## src/design/dtcp_pkg.sv

```systemverilog
// package: register map, field positions, reset values and carrier types of the trace count block
package dtcp_pkg;

  ////////////////////////////////////////////////////////////////////////////
  // register byte offsets
  localparam logic [7:0] OFS_CONTROL    = 8'h00;
  localparam logic [7:0] OFS_TRACE_DATA = 8'h04;
  localparam logic [7:0] OFS_WORD_COUNT = 8'h08;
  localparam logic [7:0] OFS_PAGE_EXT   = 8'h0C;
  localparam logic [7:0] OFS_COMP_C     = 8'h10;
  localparam logic [7:0] OFS_IRQ_STATUS = 8'h14;
  localparam logic [7:0] OFS_IRQ_MASK   = 8'h18;

  ////////////////////////////////////////////////////////////////////////////
  // control register fields
  localparam int CTL_ARM      = 0;
  localparam int CTL_BEGIN    = 1;
  localparam int CTL_BRK_EN   = 2;
  localparam int CTL_CC_EN    = 3;
  localparam int CTL_CAPMOD_L = 4;
  localparam int CTL_CAPMOD_H = 5;
  localparam int CTL_BKP_MODE = 6;

  // word count register fields
  localparam int CNT_FULL_BIT = 7;

  // page extension register fields
  localparam int PGX_SEL_H = 7;
  localparam int PGX_SEL_L = 6;

  // interrupt status bits
  localparam int IRQ_DONE  = 0;
  localparam int IRQ_FULL  = 1;
  localparam int IRQ_MATCH = 2;
  localparam int IRQ_W     = 3;

  ////////////////////////////////////////////////////////////////////////////
  // sizes and reset values
  localparam int TRACE_DEPTH = 64;
  localparam int TRACE_AW    = 6;
  localparam int TRACE_DW    = 16;

  localparam logic [7:0]        CONTROL_RST  = 8'h00;
  localparam logic [7:0]        PAGE_EXT_RST = 8'h00;
  localparam logic [15:0]       COMP_C_RST   = 16'h0000;
  localparam logic [IRQ_W-1:0]  IRQ_RST      = 3'h0;
  localparam logic [TRACE_AW-1:0] PTR_RST    = 6'h00;

  ////////////////////////////////////////////////////////////////////////////
  // carriers
  typedef struct packed {
    logic        valid;
    logic [15:0] addr;
    logic [7:0]  ext_addr;
    logic        rw;
  } dtcp_core_t;

  typedef struct packed {
    logic                valid;
    logic                trigger;
    logic [TRACE_DW-1:0] data;
  } dtcp_trace_t;

endpackage : dtcp_pkg

```

## src/design/dtcp_trace_ram.sv

```systemverilog
// trace storage: flip-flop array, one write port, one asynchronous read port
module dtcp_trace_ram #(
  parameter int DEPTH = 64,
  parameter int AW    = 6,
  parameter int DW    = 16
) (
  // clock
  input  wire logic          clk,
  // write port
  input  wire logic          wr_en,
  input  wire logic [AW-1:0] wr_idx,
  input  wire logic [DW-1:0] wr_data,
  // read port
  input  wire logic [AW-1:0] rd_idx,
  output logic      [DW-1:0] rd_data
);

  logic [DW-1:0] mem [DEPTH];

  // no reset: contents are undefined until written
  always_ff @(posedge clk) begin
    if (wr_en) begin
      mem[wr_idx] <= wr_data;
    end
  end

  assign rd_data = mem[rd_idx];

endmodule : dtcp_trace_ram

```

## src/design/dtcp_comp_c.sv

```systemverilog
// comparator c address match with page extension
module dtcp_comp_c (
  // configuration
  input  wire logic        [7:0]  page_ext,
  input  wire logic        [15:0] comp_addr,
  // core bus
  input  dtcp_pkg::dtcp_core_t    core,
  // result
  output logic                    hit
);
  import dtcp_pkg::*;

  logic       page_mode;
  logic [5:0] extended_compare_field;

  // high select bit has no paging behind it, so only the low bit matters
  assign page_mode              = page_ext[PGX_SEL_L];
  assign extended_compare_field = page_ext[5:0];

  always_comb begin
    if (!page_mode) begin
      hit = core.valid && (core.addr == comp_addr);
    end else begin
      // program page drives bits 21:14, so 15:14 come from the page lines
      hit = core.valid
         && (extended_compare_field == core.ext_addr[7:2])
         && (comp_addr[15:14] == core.ext_addr[1:0])
         && (comp_addr[13:0] == core.addr[13:0]);
    end
  end

endmodule : dtcp_comp_c

```

## src/design/dtcp_top.sv

```systemverilog
// trace buffer read port, trace word counter and comparator c page compare behind an apb slave
//
// The APB register port and the address map are this design's own decisions.

// Functional notes
// - trace data reads only on aligned word reads; other reads give zero, pointer holds
// - while armed, word reads of trace data give zero, pointer held at zero
// - trace data shows storage contents directly; no reset value
// - full flag in count bit 7 once 64 words stored; all entries valid
// - writing one to arm clears the full flag
// - six-bit count in bits 5:0 gives number of valid words
// - counter wrap sets full; end-trigger mode keeps counting
// - writing one to arm clears counter and full flag together
// - full with count zero in begin mode clears arm, breaks if enabled
// - full with nonzero count: 64 valid, oldest overwritten circularly
// - page select bits 7:6; bit 7 ignored
// - select 00 plain 64k compare; 01 compares extended field to bits 21:16
// - program page on extended lines supplies compare address bits 21:14
// - comparator c usable in breakpoint mode using page select
// - begin option one starts storing at trigger; zero ends at trigger
// - completion break enable requests cpu breakpoint at session end
module dtcp_top (
  // clock and reset
  input  wire logic                  clk,
  input  wire logic                  rstn,
  // apb slave
  input  wire logic                  psel,
  input  wire logic                  penable,
  input  wire logic                  pwrite,
  input  wire logic [7:0]            paddr,
  input  wire logic [31:0]           pwdata,
  output logic      [31:0]           prdata,
  output logic                       pready,
  output logic                       pslverr,
  // core side
  input  dtcp_pkg::dtcp_core_t       core,
  input  dtcp_pkg::dtcp_trace_t      trace_in,
  // events
  output logic                       break_request,
  output logic                       comp_c_match,
  output logic                       irq
);
  import dtcp_pkg::*;

  ////////////////////////////////////////////////////////////////////////////
  // registers
  logic [7:0]              control;
  logic [7:0]              page_ext;
  logic [15:0]             comp_addr;
  logic [IRQ_W-1:0]        irq_status;
  logic [IRQ_W-1:0]        irq_mask;
  logic [TRACE_AW-1:0]     valid_word_counter;
  logic                    buffer_full_flag;
  logic [TRACE_AW-1:0]     rd_ptr;
  logic                    triggered;
  logic                    armed_d;

  ////////////////////////////////////////////////////////////////////////////
  // bus decode
  logic                    acc_first;
  logic                    acc_done;
  logic                    wr_done;
  logic                    rd_done;
  logic                    aligned;
  logic                    mapped;
  logic                    arm_write;
  logic                    wr_control;
  logic                    wr_page_ext;
  logic                    wr_comp_c;
  logic                    wr_irq_mask;

  assign acc_first = psel && penable && !pready;
  assign acc_done  = psel && penable && pready;
  assign wr_done   = acc_done && pwrite;
  assign rd_done   = acc_done && !pwrite;
  assign aligned   = (paddr[1:0] == 2'h0);
  assign arm_write = wr_control && pwdata[CTL_ARM];

  always_comb begin
    if (paddr[7:2] == OFS_CONTROL[7:2]) begin
      mapped = 1'b1;
    end else if (paddr[7:2] == OFS_TRACE_DATA[7:2]) begin
      mapped = 1'b1;
    end else if (paddr[7:2] == OFS_WORD_COUNT[7:2]) begin
      mapped = 1'b1;
    end else if (paddr[7:2] == OFS_PAGE_EXT[7:2]) begin
      mapped = 1'b1;
    end else if (paddr[7:2] == OFS_COMP_C[7:2]) begin
      mapped = 1'b1;
    end else if (paddr[7:2] == OFS_IRQ_STATUS[7:2]) begin
      mapped = 1'b1;
    end else if (paddr[7:2] == OFS_IRQ_MASK[7:2]) begin
      mapped = 1'b1;
    end else begin
      mapped = 1'b0;
    end
  end

  // one strobe per writable register; misaligned and unmapped writes are dropped
  always_comb begin
    wr_control  = 1'b0;
    wr_page_ext = 1'b0;
    wr_comp_c   = 1'b0;
    wr_irq_mask = 1'b0;
    if (!(wr_done && aligned)) begin
      wr_control = 1'b0;
    end else if (paddr == OFS_CONTROL) begin
      wr_control = 1'b1;
    end else if (paddr == OFS_PAGE_EXT) begin
      wr_page_ext = 1'b1;
    end else if (paddr == OFS_COMP_C) begin
      wr_comp_c = 1'b1;
    end else if (paddr == OFS_IRQ_MASK) begin
      wr_irq_mask = 1'b1;
    end
  end

  ////////////////////////////////////////////////////////////////////////////
  // trace capture
  logic                    armed;
  logic                    begin_mode;
  logic                    store;
  logic                    wrap;
  logic                    begin_done;
  logic                    end_done;
  logic                    session_done;
  logic [TRACE_DW-1:0]     ram_rd;
  logic                    cc_hit;

  assign armed      = control[CTL_ARM];
  assign begin_mode = control[CTL_BEGIN];
  // begin mode waits for the trigger; end mode records until it
  assign store      = armed && trace_in.valid && (begin_mode ? (triggered || trace_in.trigger) : 1'b1);
  assign wrap       = store && (valid_word_counter == 6'h3F);
  assign begin_done = wrap && begin_mode;
  assign end_done   = armed && !begin_mode && trace_in.trigger;
  assign session_done = begin_done || end_done;

  dtcp_trace_ram #(
    .DEPTH (TRACE_DEPTH),
    .AW    (TRACE_AW),
    .DW    (TRACE_DW)
  ) u_ram (
    .clk     (clk),
    .wr_en   (store),
    .wr_idx  (valid_word_counter),
    .wr_data (trace_in.data),
    .rd_idx  (rd_ptr),
    .rd_data (ram_rd)
  );

  dtcp_comp_c u_comp_c (
    .page_ext  (page_ext),
    .comp_addr (comp_addr),
    .core      (core),
    .hit       (cc_hit)
  );

  ////////////////////////////////////////////////////////////////////////////
  // apb handshake: one wait state so read data leaves a flip-flop
  always_ff @(posedge clk or negedge rstn) begin
    if (!rstn) begin
      pready <= 1'b0;
    end else begin
      pready <= acc_first;
    end
  end

  // unmapped addresses answer with an error in the same cycle as ready
  always_ff @(posedge clk or negedge rstn) begin
    if (!rstn) begin
      pslverr <= 1'b0;
    end else begin
      pslverr <= acc_first && !mapped;
    end
  end

  // read data mux; writes and refused reads answer with zero
  logic [31:0]             next_prdata;

  always_comb begin
    next_prdata = 32'h0000_0000;
    if (pwrite || !aligned) begin
      next_prdata = 32'h0000_0000;
    end else if (paddr == OFS_CONTROL) begin
      next_prdata[7:0] = control;
    end else if (paddr == OFS_TRACE_DATA) begin
      // armed reads give zero so capture is never disturbed
      next_prdata[15:0] = armed ? 16'h0000 : ram_rd;
    end else if (paddr == OFS_WORD_COUNT) begin
      next_prdata[CNT_FULL_BIT] = buffer_full_flag;
      next_prdata[TRACE_AW-1:0] = valid_word_counter;
    end else if (paddr == OFS_PAGE_EXT) begin
      next_prdata[7:0] = page_ext;
    end else if (paddr == OFS_COMP_C) begin
      next_prdata[15:0] = comp_addr;
    end else if (paddr == OFS_IRQ_STATUS) begin
      next_prdata[IRQ_W-1:0] = irq_status;
    end else if (paddr == OFS_IRQ_MASK) begin
      next_prdata[IRQ_W-1:0] = irq_mask;
    end else begin
      next_prdata = 32'h0000_0000;
    end
  end

  // latched on every first access cycle, so an error answer never shows stale data
  always_ff @(posedge clk or negedge rstn) begin
    if (!rstn) begin
      prdata <= 32'h0000_0000;
    end else if (acc_first) begin
      prdata <= next_prdata;
    end
  end

  ////////////////////////////////////////////////////////////////////////////
  // control register; hardware clears arm at session end
  always_ff @(posedge clk or negedge rstn) begin
    if (!rstn) begin
      control <= CONTROL_RST;
    end else if (wr_control) begin
      control <= pwdata[7:0];
    end else if (session_done) begin
      control[CTL_ARM] <= 1'b0;
    end
  end

  // page extension and comparator c address
  always_ff @(posedge clk or negedge rstn) begin
    if (!rstn) begin
      page_ext  <= PAGE_EXT_RST;
      comp_addr <= COMP_C_RST;
    end else begin
      if (wr_page_ext) begin
        page_ext <= pwdata[7:0];
      end
      if (wr_comp_c) begin
        comp_addr <= pwdata[15:0];
      end
    end
  end

  // trigger seen since arming, for begin mode
  always_ff @(posedge clk or negedge rstn) begin
    if (!rstn) begin
      triggered <= 1'b0;
    end else if (arm_write || !armed) begin
      triggered <= 1'b0;
    end else if (trace_in.trigger) begin
      triggered <= 1'b1;
    end
  end

  ////////////////////////////////////////////////////////////////////////////
  // word counter and full flag
  always_ff @(posedge clk or negedge rstn) begin
    if (!rstn) begin
      valid_word_counter <= PTR_RST;
      buffer_full_flag   <= 1'b0;
    end else if (arm_write) begin
      valid_word_counter <= PTR_RST;
      buffer_full_flag   <= 1'b0;
    end else if (store) begin
      // end mode keeps counting past the wrap, overwriting the oldest
      valid_word_counter <= valid_word_counter + 6'h01;
      if (wrap) begin
        buffer_full_flag <= 1'b1;
      end
    end
  end

  ////////////////////////////////////////////////////////////////////////////
  // read pointer: oldest entry once capture stops
  always_ff @(posedge clk or negedge rstn) begin
    if (!rstn) begin
      armed_d <= 1'b0;
    end else begin
      armed_d <= armed;
    end
  end

  always_ff @(posedge clk or negedge rstn) begin
    if (!rstn) begin
      rd_ptr <= PTR_RST;
    end else if (armed) begin
      rd_ptr <= PTR_RST;
    end else if (armed_d) begin
      rd_ptr <= buffer_full_flag ? valid_word_counter : PTR_RST;
    end else if (rd_done && aligned && paddr == OFS_TRACE_DATA) begin
      rd_ptr <= rd_ptr + 6'h01;
    end
  end

  ////////////////////////////////////////////////////////////////////////////
  // breakpoint request and comparator c match pulses
  logic cc_armed;

  // comparator c also serves as a breakpoint in breakpoint mode
  assign cc_armed = control[CTL_CC_EN] && (armed || control[CTL_BKP_MODE]);

  always_ff @(posedge clk or negedge rstn) begin
    if (!rstn) begin
      break_request <= 1'b0;
      comp_c_match  <= 1'b0;
    end else begin
      comp_c_match  <= cc_armed && cc_hit;
      break_request <= (session_done && control[CTL_BRK_EN]) || (cc_armed && cc_hit);
    end
  end

  ////////////////////////////////////////////////////////////////////////////
  // interrupts: sticky status, cleared by reading; a new event wins
  logic [IRQ_W-1:0] irq_event;
  logic             status_read;
  logic [IRQ_W-1:0] next_irq_status;

  assign irq_event   = {cc_armed && cc_hit, wrap, session_done};
  assign status_read = rd_done && aligned && (paddr == OFS_IRQ_STATUS);
  // an event in the cycle of the clearing read is kept, so none is lost
  assign next_irq_status = (status_read ? IRQ_RST : irq_status) | irq_event;

  always_ff @(posedge clk or negedge rstn) begin
    if (!rstn) begin
      irq_status <= IRQ_RST;
    end else begin
      irq_status <= next_irq_status;
    end
  end

  always_ff @(posedge clk or negedge rstn) begin
    if (!rstn) begin
      irq_mask <= IRQ_RST;
    end else if (wr_irq_mask) begin
      irq_mask <= pwdata[IRQ_W-1:0];
    end
  end

  always_ff @(posedge clk or negedge rstn) begin
    if (!rstn) begin
      irq <= 1'b0;
    end else begin
      irq <= |(next_irq_status & irq_mask);
    end
  end

endmodule : dtcp_top

```

## config.mk

```make
export PLATFORM = sky130hd
export DESIGN_NAME = dtcp_top
export DESIGN_NICKNAME = d
export VERILOG_FILES = /design/src/design/dtcp_pkg.sv /design/src/design/dtcp_trace_ram.sv /design/src/design/dtcp_comp_c.sv /design/src/design/dtcp_top.sv
export SDC_FILE = /design/constraint.sdc
export NUM_CORES = 1
export LEC_CHECK = 0
export BUFFER_PORTS_ARGS = -buffer_cell sky130_fd_sc_hd__buf_2
export CAP_MARGIN = 20
export CELL_PAD_IN_SITES_DETAIL_PLACEMENT = 1
export CELL_PAD_IN_SITES_GLOBAL_PLACEMENT = 2
export CORE_UTILIZATION = 49
export CTS_CLUSTER_DIAMETER = 60
export DETAILED_ROUTE_END_ITERATION = 12
export PLACE_DENSITY_LB_ADDON = 0.1
export SLEW_MARGIN = 40
export SYNTH_ARGS = -nofsm -noshare
export SYNTH_HDL_FRONTEND = slang
export SYNTH_SLANG_ARGS = --single-unit
```

## constraint.sdc

```tcl
create_clock -name clk -period 2.9 [get_ports clk]
set_input_delay 0.725 -clock clk [delete_from_list [all_inputs] [get_ports clk]]
set_output_delay 0.725 -clock clk [all_outputs]
set_load 0.01 [all_outputs]
```

# Word level (Yosys, flattened, before mapping)
# Memories as Yosys holds them, arrays and structs flattened.
# Index checks and enable logic that the tools add are counted.
[word_totals]
mem_bits_ro = 0
latchBits = 0
register_bits = 90
elab_cells = 146
out_inout_bits = 37
mem_count = 1
ramBits = 1024
[mem_list]
columns = ["memory", "depth", "word_bits", "read_ports", "rd_clocked_by_memory_dff", "wr", "line_no", "text"]
rows = [
  ["u_ram.mem", 64, 16, 1, 0, 1, "dtcp_trace_ram.sv:18", "logic [DW-1:0] mem [DEPTH];"],
]
[classes]
n_lt_le_gt_ge = 0
n_mux = 61
n_div = 0
bitwise = 2
addsub = 2
multipliers = 0
n_shift = 0
eq_ne = 17
reduce_logical = 46
[op_table]
columns = ["op", "count"]
rows = [
  ["two-way mux 29 bit", 6],
  ["two-way mux 16 bit", 5],
  ["two-way mux 24 bit", 3],
  ["two-way mux 6 bit", 7],
  ["two-way mux 1 bit", 34],
  ["two-way mux 32 bit", 1],
  ["== test 8 x 5 -> 1 bit, second input constant", 3],
  ["logical AND 1 bit", 24],
  ["== test 6 x 3 -> 1 bit, second input constant", 3],
  ["== test 16 bit", 1],
  ["== test 8 x 4 -> 1 bit, second input constant", 2],
  ["two-way mux 8 bit", 2],
  ["== test 14 bit", 1],
  ["adder 6 x 1 -> 6 bit, second input constant", 2],
  ["== test 6 x 2 -> 1 bit, second input constant", 2],
  ["two-way mux 3 bit", 3],
  ["== test 8 x 3 -> 1 bit, second input constant", 1],
  ["zero test 8 bit", 1],
  ["nonzero test 2 bit", 4],
  ["== test 6 x 1 -> 1 bit, second input constant", 1],
  ["== test 6 bit", 1],
  ["== test 6 bit, second input constant", 1],
  ["zero test 1 bit", 6],
  ["zero test 6 bit", 1],
  ["other kinds (8)", 13],
]

# Longest topological paths before layout
[logic_depth]
ltp_word = 13
mapped_depth = 11

# By module
# From an unflattened synthesis, not the netlist that was laid out.
[unflattened]
hier_cells = 2220
area_unflattened_um2 = 43953.4
[by_module_without_submodules]
columns = ["module", "area_each_um2", "cells_per_inst", "seq_area_each_um2", "instances"]
rows = [
  ["dtcp_trace_ram", 39721.8, 1813, 30749.5, 1],
  ["dtcp_top", 3966.3, 374, 1851.8, 1],
  ["dtcp_comp_c", 265.3, 33, 0.0, 1],
]

# Worst setup path before layout
# OpenSTA, ideal clock, no wires.
[synth_timing]
kind = "in2reg"
start = "input port trace_in[16] (netlist bit)"
end = "memory u_ram.mem[22][0] (enable)"
path_buffers = 0
path_slack_ns = -0.007
setup_time_ns = 0.388
stages = 5
arrival_ns = 2.519
cell_sequence = "nor2_1 > a21oi_1 > nor2b_1 > nand3_1 > nor2_1"
[synth_via]
elab_chain_cells = 5
[synth_rtl]
columns = ["item", "line_no", "text"]
rows = [
  ["start, declared", "dtcp_top.sv:37", "input dtcp_pkg::dtcp_trace_t trace_in,"],
  ["logical OR 1 bit", "dtcp_top.sv:133", "assign store = armed && trace_in.valid && (begin_mode ? (triggered || trace_in.trigger) : 1'b1);"],
  ["two-way mux 1 bit", "dtcp_top.sv:133", ""],
  ["logical AND 1 bit", "dtcp_top.sv:133", ""],
  ["two-way mux 1 bit", "dtcp_trace_ram.sv:22", "if (wr_en) begin"],
  ["two-way mux 1 bit (implied by the code)", "dtcp_trace_ram.sv:23", "mem[wr_idx] <= wr_data;"],
  ["end, declared", "dtcp_trace_ram.sv:18", ""],
]
# Every way passes these cells.

# Worst setup path in the final report
[layout_timing]
start = "register rd_ptr[0]"
end = "register prdata[12]"
[layout_via]
elab_chain_cells = 5
[layout_rtl]
columns = ["item", "line_no", "text"]
rows = [
  ["start, declared", "dtcp_top.sv:54", "logic [TRACE_AW-1:0] rd_ptr;"],
  ["start signal, assigned", "dtcp_top.sv:287", "rd_ptr <= buffer_full_flag ? valid_word_counter : PTR_RST;"],
  ["start signal, assigned", "dtcp_top.sv:289", "rd_ptr <= rd_ptr + 6'h01;"],
  ["memory read (64 x 16 bit)", "--", ""],
  ["two-way mux 16 bit", "dtcp_top.sv:189", "next_prdata[15:0] = armed ? 16'h0000 : ram_rd;"],
  ["two-way mux 16 bit", "dtcp_top.sv:187", "end else if (paddr == OFS_TRACE_DATA) begin"],
  ["two-way mux 24 bit", "dtcp_top.sv:185", "end else if (paddr == OFS_CONTROL) begin"],
  ["two-way mux 32 bit", "dtcp_top.sv:183", "if (pwrite || !aligned) begin"],
  ["end signal, assigned", "dtcp_top.sv:211", "prdata <= next_prdata;"],
  ["end, declared", "dtcp_top.sv:32", "output logic [31:0] prdata,"],
]
# Every way passes these cells.
# A chain may end at the register's enable or synchronous reset.

==> results.ini <==
[yosys]
synth-edff-count = 1024
synth_mux_area_share_pct = 17.21
synth_top_family_by_area = multiplexers
yosys.area_share.simple_pct = 2.734
syn_area_um2 = 43070
synth_seq_area_share_pct = 75.70
synth-xor-area-share_pct = 0.6711
ys.flop_type = edfxtp_1
synth_compound_gate_area_share_pct = 2.191
yosysTopAreaCell = edfxtp_1
synth.area.top_cells = edfxtp_1 71%, mux4_2 15%, dfrtp_1 4.3%
yosysMostFrequentCell = edfxtp_1
synth_top_cells_by_count = 1024 x edfxtp_1, 287 x mux4_2, 103 x nor2_1, 74 x dfrtp_1, 53 x mux2i_1
ys_types = 55
synth-async-reset-ratio_pct = 6.740
synth-seq-cells = 1098
netlist_instances = 2024
ys_warn_count = 0
netlist.area_leader.share_pct = 71.40
postSynthAreaPerCell_um2 = 21.28
synth_fa_ha_area_share_pct = 0.05810

[clocking]
cts_tree = built
insertion_delay_ns = 0.68
clkSinkCount = 1098
cts.reportedPaths.clkPinSlew_ns = 0.06
ctsLongestPathBuffers = 3
htreeDepth = 3
cts-root-buf = clkbuf_16
numCtsBuffers = 114

[power]
total_power_mw = 32.06
p_per_area_nw_per_um2 = 630.9
p_leak_nw = 16.42
vdd_drop_max_v = 0.0004908

[timing]
finalHoldWorstSlack_ns = 0.08495
fmax_mhz = 357.6
slew_violations = 0
fin_skew_ns = 0.02483
rsz0062_at_grt = no
period_minus_slack_ns = 2.797
worst_pin_slew_ns = 0.8418
min_period_over_period_pct = 96.43
setup_viol = 0
hold_violations = 0
slew_headroom_pct = 43.88

[grt]
grt.overflow.total = 0
grt.total_usage_pct = 26.04
grt_pass1_wl_um = 164100
antenna_found_initial = 4
grt_pass1_vias = 23030
grt_max_degree = 65

[critical_path]
cp_max_fo = 23
cp.arrival_ns = 3.32
cp-startpoint = rd_ptr[0]
slowest_stage = mux4_2
reg2reg_to = prdata[12]
crit_path_cell_trace = buf_12 > buf_12 > mux4_2 > mux4_2 > o2111ai_1 > o21ai_0
end_kind = flip-flop
path_depth = 6
endpoint = prdata[12]
critPathLaunchType = flip-flop
path_class = flip-flop to flip-flop
critPathMaxStageDelay_ns = 0.56
r2r_slack_ns = 0.10
rr_startpoint = rd_ptr[0]
path_buf_inv = 2
worstPathRequired_ns = 3.42
path_delay_family = multiplexers
r2r_cells = 6

[finish]
drive_above_1_share_pct = 34.70
instances_no_fill = 3597
nFillCells = 7369
nets = 2441
utilization_pct = 58.48
synthToLayoutAreaGrowth_pct = 17.98

[detailed_routing]
wl_met2_um = 55710
viasPerCell = 6.054
drt-met1-wl_um = 47660
first_pass_iters = 5
wl_um = 114300
wire_per_inst_um = 31.77
drtIter0Drc = 1916
postRouteAntennaNets = 0
top_layer = met5
num_vias = 21780
route.met3.wl_um = 7925
drcViolationCount = 0

[floorplanning]
die_y_um = 298.5
die_x_um = 298.5
pin_count = 126
dieArea_um2 = 89080
core_area_um2 = 86890
num_rows = 108
start_util_pct = 49.57

[hold_path]
hold_class = primary input to async pin

[run_status]
status = completed

[run]
cap_violations = 0

[placed_design]
dp_hpwl_um = 71610
place_inst = 3389
io_buffers = 92
gp_congestion = 0.8043

cell type report:
| cell class | count | area [um2] | area share, % |
|---|---|---|---|
| Sequential cell | 1098 | 32620 | 64.19 |
| Multi-Input combinational cell | 808 | 9992 | 19.66 |
| Timing Repair Buffer | 319 | 3093 | 6.087 |
| Clock buffer | 143 | 3004 | 5.912 |
| Tap cell | 1155 | 1445 | 2.844 |
| Clock inverter | 64 | 625.6 | 1.231 |
| Inverter | 9 | 33.78 | 0.06648 |
| Antenna cell | 1 | 2.502 | 0.004925 |
flip-flops by register name (all words and copies together) (netlist names), 3 cells and up:
name                flops
irq_status              3
comp_addr              16
u_ram.mem            1024
page_ext                8
rd_ptr                  6
prdata                 16
control                 8
irq_mask                3
valid_word_counter      6
how the worst min path moves through the flow:
stage	end
floorplan	armed_d
CTS	page_ext[1]
global route	page_ext[1]
finish	page_ext[1]
global placement	page_ext[7]
detailed placement	prdata[6]
cells by family (layout without fill, tap and decap cells):
family                   count (synthesis)  after routing
AND/OR/NAND/NOR                        241            241
AO/OA/AOI/OAI                          139            139
flip-flops                            1098           1098
XOR/XNOR                                33             33
other                                    1             17
adder cells (fa/ha/maj)                  2              2
multiplexers                           377            377
buffers and inverters                  133            535
cells in the final DEF, fill, tap and decap left out, types with 27 or more instances in the layout:
cell | netlist | routed
buf_4 | 17 | 157
buf_12 | 0 | 72
dfrtp_1 | 74 | 70
mux2_2 | 37 | 37
edfxtp_1 | 1024 | 1024
mux2i_1 | 53 | 53
buf_2 | 31 | 89
a22oi_1 | 28 | 28
clkbuf_1 | 47 | 27
o21ai_0 | 32 | 32
nand2_1 | 39 | 39
nor2_1 | 103 | 77
clkbuf_16 | 0 | 116
mux4_2 | 287 | 287
power by group:
group | switching [mW] | internal, mW
Sequential | 0.00418 | 17.3
Combinational | 0.372 | 0.115
Clock | 6.04 | 8.22
Total | 6.42 | 25.6
routing by layer:
layer / global-route usage (%) / vias to the layer above
li1: - / 9075
met1: 36.11 / 11730
met2: 42.06 / 805
met3: 5.300 / 165
met4: 7.766 / 4
met5: 0 / -
stage by stage:
stage,TNS (ns),worst slack [ns],cell area [um2]
2_1_floorplan,-0.4598,-0.007211,43120
3_3_place_gp,-0.5886,-0.2115,47140
3_5_place_dp,-0.6327,-0.2328,47170
4_1_cts,0,0.1120,50800
5_1_grt,0,0.04690,50810
6_report,0,0.1034,50810
repair_timing:
action	CTS	global route
hold buffers	0	0
endpoints found under the setup margin	0	1
hold endpoints to repair	0	0
resized for setup	0	1
setup buffers	0	0
Power figures use the tool's default switching activity.
